### src/include/cbu_pkg.sv
// constants and types shared by the conditional branch unit
// Notes on behaviour
// - flag-set branch jumps to pc plus offset plus one when the indexed status bit is one.
// - flag-cleared branch jumps only when the indexed status bit is zero, else falls through.
// - equal branch jumps when the equality flag is one and uses no flag index.
// - unequal branch jumps when the equality flag is zero.
// - overflow-one branch jumps on overflow flag one, overflow-zero branch on flag zero.
// - unsigned at-least branch jumps when the overflow flag is zero.
// - no branch alters any status flag; one cycle when not taken, two when taken.
package cbu_pkg;
  localparam int PC_W   = 12; // program counter width in bits
  localparam int OFS_W  = 7;  // signed branch offset width
  localparam int STAT_W = 8;  // status_register width
  localparam int IDX_W  = 3;  // flag index width

  // bit positions inside status_register
  localparam logic [IDX_W-1:0] STAT_OVF_BIT = 3'h0; // unsigned overflow flag
  localparam logic [IDX_W-1:0] STAT_EQ_BIT  = 3'h1; // equality result flag

  localparam logic [PC_W-1:0]   PC_RST   = 12'h000;
  localparam logic [PC_W-1:0]   PC_STEP  = 12'h001;
  localparam logic [STAT_W-1:0] STAT_RST = 8'h00;

  typedef enum logic [2:0] {
    branch_on_flag_set,
    branch_on_flag_cleared,
    branch_if_equal,
    branch_if_unequal,
    branch_on_overflow_one,
    branch_on_overflow_zero,
    branch_unsigned_at_least
  } cbu_op_e;

  typedef enum logic {
    CBU_ST_IDLE,
    CBU_ST_JUMP
  } cbu_state_e;
endpackage

### src/cbu_branch_unit.sv
// conditional relative branch execution unit, top level
`timescale 1ns/1ns
module cbu_branch_unit
  import cbu_pkg::*;
(
  input  wire logic                       ref_clk,
  input  wire logic                       srst,
  input  wire logic                       issue,
  input  wire logic [2:0]                 op,
  input  wire logic [cbu_pkg::IDX_W-1:0]  flag_idx,
  input  wire logic [cbu_pkg::OFS_W-1:0]  offset,
  input  wire logic [cbu_pkg::PC_W-1:0]   pc_in,
  input  wire logic [cbu_pkg::STAT_W-1:0] status_in,
  output logic                            busy_r,
  output logic                            done_r,
  output logic                            taken_r,
  output logic [cbu_pkg::PC_W-1:0]        pc_out_r,
  output logic [cbu_pkg::STAT_W-1:0]      status_out_r
);
  cbu_state_e            state_r;
  cbu_state_e            state_nxt;
  logic [PC_W-1:0]       target_r;
  logic                  cond_met;
  logic [PC_W-1:0]       target;

  cbu_cond_eval u_eval (
    .op              (op),
    .flag_idx        (flag_idx),
    .status_register (status_in),
    .pc_in           (pc_in),
    .offset          (offset),
    .cond_met        (cond_met),
    .target          (target)
  );

  // issue is only taken while idle; the busy cycle of a taken branch ignores it
  wire logic accept    = issue && (state_r == CBU_ST_IDLE);
  wire logic go_jump   = accept && cond_met;
  wire logic fall_thru = accept && !cond_met;
  wire logic jump_end  = (state_r == CBU_ST_JUMP);
  wire logic [PC_W-1:0] seq_pc = pc_in + PC_STEP;

  // two-state sequence: taken branch spends an extra cycle
  always_comb begin
    case (state_r)
      CBU_ST_IDLE: state_nxt = go_jump ? CBU_ST_JUMP : CBU_ST_IDLE;
      CBU_ST_JUMP: state_nxt = CBU_ST_IDLE;
      default:     state_nxt = CBU_ST_IDLE;
    endcase
  end

  // state and held target
  always_ff @(posedge ref_clk) begin
    if (srst) begin
      state_r  <= CBU_ST_IDLE;
      target_r <= PC_RST;
    end else begin
      state_r <= state_nxt;
      if (go_jump) begin
        target_r <= target;
      end
    end
  end

  // handshake outputs; done marks the last cycle of the instruction
  always_ff @(posedge ref_clk) begin
    if (srst) begin
      busy_r  <= 1'b0;
      done_r  <= 1'b0;
      taken_r <= 1'b0;
    end else begin
      busy_r  <= go_jump;
      done_r  <= fall_thru || jump_end;
      taken_r <= jump_end;
    end
  end

  // next pc: sequential after one cycle, target after two
  always_ff @(posedge ref_clk) begin
    if (srst) begin
      pc_out_r <= PC_RST;
    end else if (fall_thru) begin
      pc_out_r <= seq_pc;
    end else if (jump_end) begin
      pc_out_r <= target_r;
    end
  end

  // flags pass through untouched; branches never write status
  always_ff @(posedge ref_clk) begin
    if (srst) begin
      status_out_r <= STAT_RST;
    end else if (accept) begin
      status_out_r <= status_in;
    end
  end
endmodule

### src/cbu_cond_eval.sv
// condition test and branch target for one conditional branch
`timescale 1ns/1ns
module cbu_cond_eval
  import cbu_pkg::*;
(
  input  wire logic [2:0]                 op,
  input  wire logic [cbu_pkg::IDX_W-1:0]  flag_idx,
  input  wire logic [cbu_pkg::STAT_W-1:0] status_register,
  input  wire logic [cbu_pkg::PC_W-1:0]   pc_in,
  input  wire logic [cbu_pkg::OFS_W-1:0]  offset,
  output logic                            cond_met,
  output logic [cbu_pkg::PC_W-1:0]        target
);
  // selected flags
  wire logic sel_bit = status_register[flag_idx];
  wire logic eq_bit  = status_register[STAT_EQ_BIT];
  wire logic ovf_bit = status_register[STAT_OVF_BIT];

  // sign extension keeps backward branches working
  wire logic [PC_W-1:0] ofs_ext = {{(PC_W-OFS_W){offset[OFS_W-1]}}, offset};

  // wraps at pc width, like the core's own counter
  assign target = pc_in + ofs_ext + PC_STEP;

  // condition per opcode; unknown codes never branch
  always_comb begin
    case (op)
      branch_on_flag_set:       cond_met = sel_bit;
      branch_on_flag_cleared:   cond_met = ~sel_bit;
      branch_if_equal:          cond_met = eq_bit;
      branch_if_unequal:        cond_met = ~eq_bit;
      branch_on_overflow_one:   cond_met = ovf_bit;
      branch_on_overflow_zero:  cond_met = ~ovf_bit;
      branch_unsigned_at_least: cond_met = ~ovf_bit;
      default:                  cond_met = 1'b0;
    endcase
  end
endmodule
### config.mk
export PLATFORM = sky130hd
export DESIGN_NAME = cbu_branch_unit
export DESIGN_NICKNAME = d
export VERILOG_FILES = /design/src/include/cbu_pkg.sv /design/src/cbu_branch_unit.sv /design/src/cbu_cond_eval.sv
export SDC_FILE = /design/constraint.sdc
export NUM_CORES = 1
export LEC_CHECK = 0
export ABC_CLOCK_PERIOD_IN_PS = 3200
export BUFFER_PORTS_ARGS = -buffer_cell sky130_fd_sc_hd__buf_4
export CAP_MARGIN = 20
export CORE_ASPECT_RATIO = 0.75
export CORE_UTILIZATION = 50
export CTS_BUF_LIST = sky130_fd_sc_hd__clkbuf_8
export DETAILED_ROUTE_END_ITERATION = 7
export PLACE_DENSITY_LB_ADDON = 0.25
export SYNTH_ARGS = -nofsm -noshare
export SYNTH_HDL_FRONTEND = slang
export SYNTH_SLANG_ARGS = --single-unit
### constraint.sdc
create_clock -name ref_clk -period 3.2 [get_ports ref_clk]
set_clock_uncertainty 0.1 [all_clocks]
set_input_delay 0.64 -clock ref_clk [delete_from_list [all_inputs] [get_ports ref_clk]]
set_output_delay 0.64 -clock ref_clk [all_outputs]
set_load 0.01 [all_outputs]
Word level (Yosys, flattened, before mapping)
Index checks and enable logic that the tools add are counted.
{"block": "totals", "reg_bits": 36, "in_bits": 36, "out_inout_bits": 23}
{"block": "op_classes", "n_addsub": 3, "magnitude_cmp": 1, "eq_ne": 6, "muxes": 7, "bitwise": 4, "n_reduce_logical": 8}
{"operator": "$add A12 B1 Y12 const B", "n": 2}
{"operator": "$mux W12", "n": 2}
{"operator": "$add A12 B12 Y12", "n": 1}
{"operator": "$eq A3 B3 Y1 const B", "n": 3}
{"operator": "$eq A3 B2 Y1 const B", "n": 2}
{"operator": "$pmux W1 S6", "n": 1}
{"operator": "$lt A3 B4 Y1 const B", "n": 1}
{"operator": "$not A1 Y1", "n": 4}
{"operator": "$bmux W1 S3", "n": 1}
{"operator": "$eq A3 B1 Y1 const B", "n": 1}
{"operator": "$logic_and A1 B1 Y1", "n": 3}
{"operator": "$logic_not A3 Y1", "n": 1}
{"operator": "$mux W1", "n": 2}
{"operator": "$pmux W1 S2", "n": 1}
{"operator": "$reduce_bool A2 Y1", "n": 1}
{"operator": "$reduce_or A2 Y1", "n": 1}
{"operator": "$logic_not A1 Y1", "n": 1}
{"operator": "$logic_or A1 B1 Y1", "n": 1}

Longest topological paths before layout
{"block": "logic_depth", "word_depth": 7, "ltp_mapped": 10, "depth_no_buf": 10}

Cells and area by module
A second synthesis with hierarchy kept.
{"block": "hier_totals", "cells_unflattened": 263, "area_unflattened_um2": 2185.8}
{"mod": "cbu_branch_unit", "instances": 1, "cells_each": 187, "area_per_inst_um2": 1586.5, "seq_area_each_um2": 720.7}
{"mod": "cbu_cond_eval", "instances": 1, "cells_each": 76, "area_per_inst_um2": 599.3, "seq_area_each_um2": 0.0}

Least setup slack after synthesis
No wires, ideal clock.
{"block": "synth_timing", "kind": "input to register", "start": "in flag_idx[1] (netlist bit)", "end": "reg pc_out_r[8] (netlist bit)", "arrival_time_ps": 2574, "t_required_ps": 3021, "path_slack_ps": 447, "cell_stages": 8, "n_path_buf": 2, "path_cell_list": "mux4_1 mux2i_1 mux2i_1 o21a_1 buf_6 clkbuf_1 nand3_1 o211ai_1"}
{"block": "synth_via", "elab_chain_cells": 7, "elab_cells_between_ends": 8, "cone_classes": "mux (4); bitwise (1); reduce/logical (3)"}
{"item": "from (decl)", "line_no": "cbu_branch_unit.sv:10", "text": "input wire logic [cbu_pkg::IDX_W-1:0] flag_idx,"}
{"item": "$bmux W1 S3 (*)", "line_no": "cbu_cond_eval.sv:15", "text": "wire logic sel_bit = status_register[flag_idx];"}
{"item": "$mux W1 (implied by the code) (*)", "line_no": "cbu_cond_eval.sv:15"}
{"item": "$not A1 Y1", "line_no": "cbu_cond_eval.sv:29", "text": "branch_on_flag_cleared: cond_met = ~sel_bit;"}
{"item": "$pmux W1 S6 (*)", "line_no": "cbu_cond_eval.sv:27", "text": "case (op)"}
{"item": "$logic_not A1 Y1 (*)", "line_no": "cbu_branch_unit.sv:39", "text": "wire logic fall_thru = accept && !cond_met;"}
{"item": "$logic_and A1 B1 Y1 (*)", "line_no": "cbu_branch_unit.sv:39"}
{"item": "$mux W12 / $reduce_bool A2 Y1 (equally long branches)"}
{"item": "to (signal assigned)", "line_no": "cbu_branch_unit.sv:83", "text": "pc_out_r <= seq_pc;"}
{"item": "to (signal assigned)", "line_no": "cbu_branch_unit.sv:85", "text": "pc_out_r <= target_r;"}
{"item": "to (decl)", "line_no": "cbu_branch_unit.sv:17", "text": "output logic [cbu_pkg::PC_W-1:0] pc_out_r,"}
Mark *: on every way between the ends. The rest lies on a longest branch, timed or not. The select of a mux whose other input is x is not followed.
A chain may end at the register's enable or synchronous reset.

Worst setup path in the final report
{"block": "layout_timing", "start": "in flag_idx[1] (netlist bit)", "end": "reg pc_out_r[9] (netlist bit)"}
Same word-level chain as after synthesis.

==> flow_results.xml <==
<?xml version="1.0" encoding="UTF-8"?>
<metrics>
  <group name="outcome">
    <metric name="outcome" unit="">finished, final reports clean</metric>
  </group>
  <group name="worst_setup_path">
    <metric name="reg2reg_setup_slack" unit="ns">1.08</metric>
    <metric name="critical_path.max_stage_delay" unit="ns">0.53</metric>
    <metric name="critical_path_required" unit="ns">3.31</metric>
    <metric name="timing_endpoint_of_the_critical_path" unit="">pc_out_r[9]</metric>
    <metric name="crit_path_start_kind" unit="">input port</metric>
    <metric name="reg_to_reg_startpoint" unit="">jump_end</metric>
    <metric name="maximum_fanout_along_the_worst_path" unit="">17</metric>
    <metric name="critical_path_class" unit="">input port to register</metric>
    <metric name="crit_path_start" unit="">flag_idx[1]</metric>
    <metric name="setup.worst_path.end_class" unit="">register</metric>
    <metric name="timing.critical_path.cells" unit="">buf_4, mux4_1, mux2i_1, mux2i_1, o21a_1, buf_4, nand3_1, o211ai_1</metric>
    <metric name="rr_worst_depth" unit="">6</metric>
    <metric name="critPathArrivalTime" unit="ns">2.66</metric>
    <metric name="worst_path_slowest_cell" unit="">sky130_fd_sc_hd__mux4_1</metric>
    <metric name="r2r_end" unit="">target_r[9]</metric>
  </group>
  <group name="synth">
    <metric name="mappedNetlistArea" unit="mm^2">0.00222</metric>
    <metric name="synthSimpleGateAreaFrac" unit="">0.255</metric>
    <metric name="synth_cell_types" unit="">43</metric>
    <metric name="yosys_warnings" unit="">0</metric>
    <metric name="synth-async-reset-ratio" unit="">0</metric>
    <metric name="post_syn_instances" unit="">266</metric>
    <metric name="syn-num-nets" unit="">315</metric>
    <metric name="xor_xnor_fraction_of_synth_area" unit="">0.0632</metric>
    <metric name="syn_area_per_cell" unit="um^2">8.33</metric>
    <metric name="ys_ff_latch" unit="">36</metric>
    <metric name="post_synthesis_compound_gate_area_fraction" unit="">0.178</metric>
    <metric name="synth_enable_flop_cells" unit="">0</metric>
    <metric name="yosys_most_used_dff" unit="">sky130_fd_sc_hd__dfxtp_1</metric>
    <metric name="synth_top_family_by_area" unit="">simple AND/OR/NAND/NOR gates</metric>
    <metric name="synth_adder_area_share" unit="">0.0768</metric>
    <metric name="synth.mux.area_fraction" unit="">0.0599</metric>
    <metric name="seq_area_frac_synth" unit="">0.325</metric>
  </group>
  <group name="timing">
    <metric name="tightestPinTransition" unit="ns">0.854</metric>
    <metric name="finalHoldViolations" unit="">0</metric>
    <metric name="setup-tns-final" unit="ns">0</metric>
    <metric name="max-slew-margin-rel" unit="">0.429</metric>
    <metric name="fmaxAchievable" unit="GHz">0.392</metric>
    <metric name="setup_viol_count_final" unit="">0</metric>
    <metric name="rsz0062_at_grt" unit="">false</metric>
    <metric name="post-route-period-util" unit="">0.798</metric>
    <metric name="finalCriticalPeriod" unit="ns">2.55</metric>
    <metric name="timing.final.max_slew_violations" unit="">0</metric>
  </group>
  <group name="routing">
    <metric name="route.detailed.drc" unit="">0</metric>
    <metric name="detail-route-antenna-nets" unit="">0</metric>
    <metric name="vias_after_detailed_routing" unit="">2116</metric>
    <metric name="detail_route.vias_per_cell" unit="">5.60</metric>
    <metric name="drt-pass1-iter-count" unit="">4</metric>
    <metric name="wl_per_cell" unit="um">13.6</metric>
    <metric name="routed_wirelength" unit="um">5150</metric>
    <metric name="drtIter0Drc" unit="">80</metric>
  </group>
  <group name="global_route">
    <metric name="grt_pass1_vias" unit="">1843</metric>
    <metric name="track_usage" unit="">0.229</metric>
    <metric name="grt.overflow.total" unit="">0</metric>
    <metric name="grt_antenna_before_repair" unit="">0</metric>
    <metric name="grt_first_pass_wirelength" unit="um">8290</metric>
    <metric name="grt_start_max_net_pins" unit="">44</metric>
  </group>
  <group name="pwr">
    <metric name="pwr_density_cell" unit="mW/mm^2">435</metric>
    <metric name="static_power_due_to_leakage" unit="nW">1.17</metric>
    <metric name="ir_worst_vdd" unit="mV">0.267</metric>
  </group>
  <group name="clock_network">
    <metric name="cts_tree" unit="">yes</metric>
    <metric name="cts_inserted_buffers" unit="">5</metric>
    <metric name="clock_tree.htree_level_count" unit="">2</metric>
    <metric name="clk_path_buf_depth" unit="">2</metric>
    <metric name="cts-resized-gates" unit="">0</metric>
    <metric name="cts.root.buffer_cell" unit="">sky130_fd_sc_hd__clkbuf_8</metric>
    <metric name="clkTransAtPathRegs" unit="ns">0.07</metric>
    <metric name="clock_insertion_delay_worst_skew" unit="ns">0.29</metric>
    <metric name="cts.hold.buffers_added" unit="">0</metric>
    <metric name="cts.repair_timing.setup_buffer_count" unit="">0</metric>
    <metric name="cts.sink_count" unit="">36</metric>
  </group>
  <group name="placement">
    <metric name="quantity_of_i_o_buffers_inserted_on_ports" unit="">58</metric>
    <metric name="detailed_place_hpwl" unit="um">3920</metric>
    <metric name="finalWeightedCongestion" unit="">0.824</metric>
  </group>
  <group name="die">
    <metric name="top_level_ports" unit="">59</metric>
    <metric name="fp.coreArea" unit="mm^2">0.00415</metric>
    <metric name="die_height" unit="um">59.7</metric>
    <metric name="die_area" unit="mm^2">0.00470</metric>
    <metric name="start_util" unit="">0.533</metric>
    <metric name="die_x" unit="um">78.9</metric>
    <metric name="fp-row-count" unit="">20</metric>
  </group>
  <group name="cells_and_area">
    <metric name="antenna-diode-count" unit="">0</metric>
    <metric name="drive_gt1_frac" unit="">0.220</metric>
    <metric name="layout.area.seq" unit="um^2">721</metric>
    <metric name="multiInputGateArea" unit="mm^2">0.00140</metric>
    <metric name="layout.cells.most_common_list" unit="">sky130_fd_sc_hd__buf_4 (62), sky130_fd_sc_hd__nand2_1 (39), sky130_fd_sc_hd__dfxtp_1 (36)</metric>
    <metric name="layout_commonest_cell" unit="">sky130_fd_sc_hd__buf_4</metric>
    <metric name="postLayoutCoreUtil" unit="">0.674</metric>
    <metric name="area_growth_syn_to_layout" unit="%">26.4</metric>
    <metric name="num-fill-cells" unit="">370</metric>
    <metric name="finish.net_count" unit="">371</metric>
  </group>
  <group name="worst_hold_path">
    <metric name="hold-path-cell-count" unit="">2</metric>
    <metric name="worst_hold_path_type" unit="">register to register</metric>
  </group>
  <group name="flow_run">
    <metric name="max-cap-violations" unit="">0</metric>
  </group>
</metrics>
==> cells by family (layout without fill, tap and decap cells) <==
kind of cell    count (synthesis)  in the layout
simple gates                  111            111
fa+ha+maj                      13             13
flops                          36             36
xor+xnor                       16             16
mux                            10             10
compound gates                 59             59
buf+inv                        21             78
==> layout make-up <==
type                            instances  area share
Inverter                                8      0.0107
Sequential cell                        36       0.257
Multi-Input combinational cell        209       0.501
Timing Repair Buffer                   62       0.166
Clock buffer                            5      0.0246
Tap cell                               55      0.0246
Clock inverter                          3      0.0152
==> registers in the layout (all words and copies together), names as in the netlist <==
signal	cells
busy_r	1
taken_r	1
done_r	1
status_out_r	8
target_r	12
jump_end	1
pc_out_r	12
==> cell usage after synthesis (all sizes together) (7+ instances only) <==
cell | instances | area share
nand2 | 39 | 0.066
dfxtp | 36 | 0.33
nor2 | 21 | 0.036
a21oi | 15 | 0.034
nand3 | 15 | 0.034
ha | 12 | 0.068
o211ai | 12 | 0.041
xnor2 | 9 | 0.036
clkbuf | 8 | 0.014
inv | 8 | 0.014
mux2i | 8 | 0.036
o21ai | 8 | 0.018
or4b | 8 | 0.036
a211oi | 7 | 0.024
xor2 | 7 | 0.028
==> stage by stage <==
| stage | hold slack (ns) | setup slack, ns | instance area [um^2] | power, mW | instances |
|---|---|---|---|---|---|
| finish | 0.361 | 0.646 | 2800 | 1.22 | 378 |
| global route | 0.375 | 0.420 | 2800 | 1.28 | 378 |
| CTS | 0.363 | 0.631 | 2800 | 1.22 | 378 |
| detailed placement | 0.353 | 0.352 | 2690 | 0.827 | 370 |
| global placement | 0.344 | 0.415 | 2690 | 0.822 | 370 |
| floorplan | 0.346 | 0.447 | 2220 | 0.706 | 266 |
==> worst max-delay path, delay by kind of cell <==
kind,cells,cell delay (ns)
buffers and inverters,2,0.34
AND/OR/NAND/NOR,1,0.08
multiplexers,3,1.00
AO/OA/AOI/OAI,2,0.60
==> power breakdown <==
group          leakage (nW)  switching, mW  internal, mW  total [mW]
clock                0.0541          0.168         0.231       0.398
sequential            0.295         0.0219         0.484       0.506
combinational         0.823          0.163         0.150       0.314
==> worst min-delay path by stage <==
stage                                 end  slack (ns)            start
final                     status_out_r[7]        0.36  status_out_r[7]
after CTS                 status_out_r[7]        0.36  status_out_r[7]
after global routing      status_out_r[7]        0.37  status_out_r[7]
after detailed placement  status_out_r[7]        0.35  status_out_r[7]
after floorplan               target_r[9]        0.35      target_r[9]
after global placement    status_out_r[0]        0.34  status_out_r[0]
==> routing by layer <==
layer  GRT usage  part of all wire  vias up  wire length (um)
met5           0                 0        -                 0
met4      0.0390            0.0052        0                27
met3      0.0504             0.035        7               178
met2       0.370              0.45       37              2300
met1       0.322              0.51      986              2650
li1            -                 -     1086                 -
(Power assumes the default switching activity.)
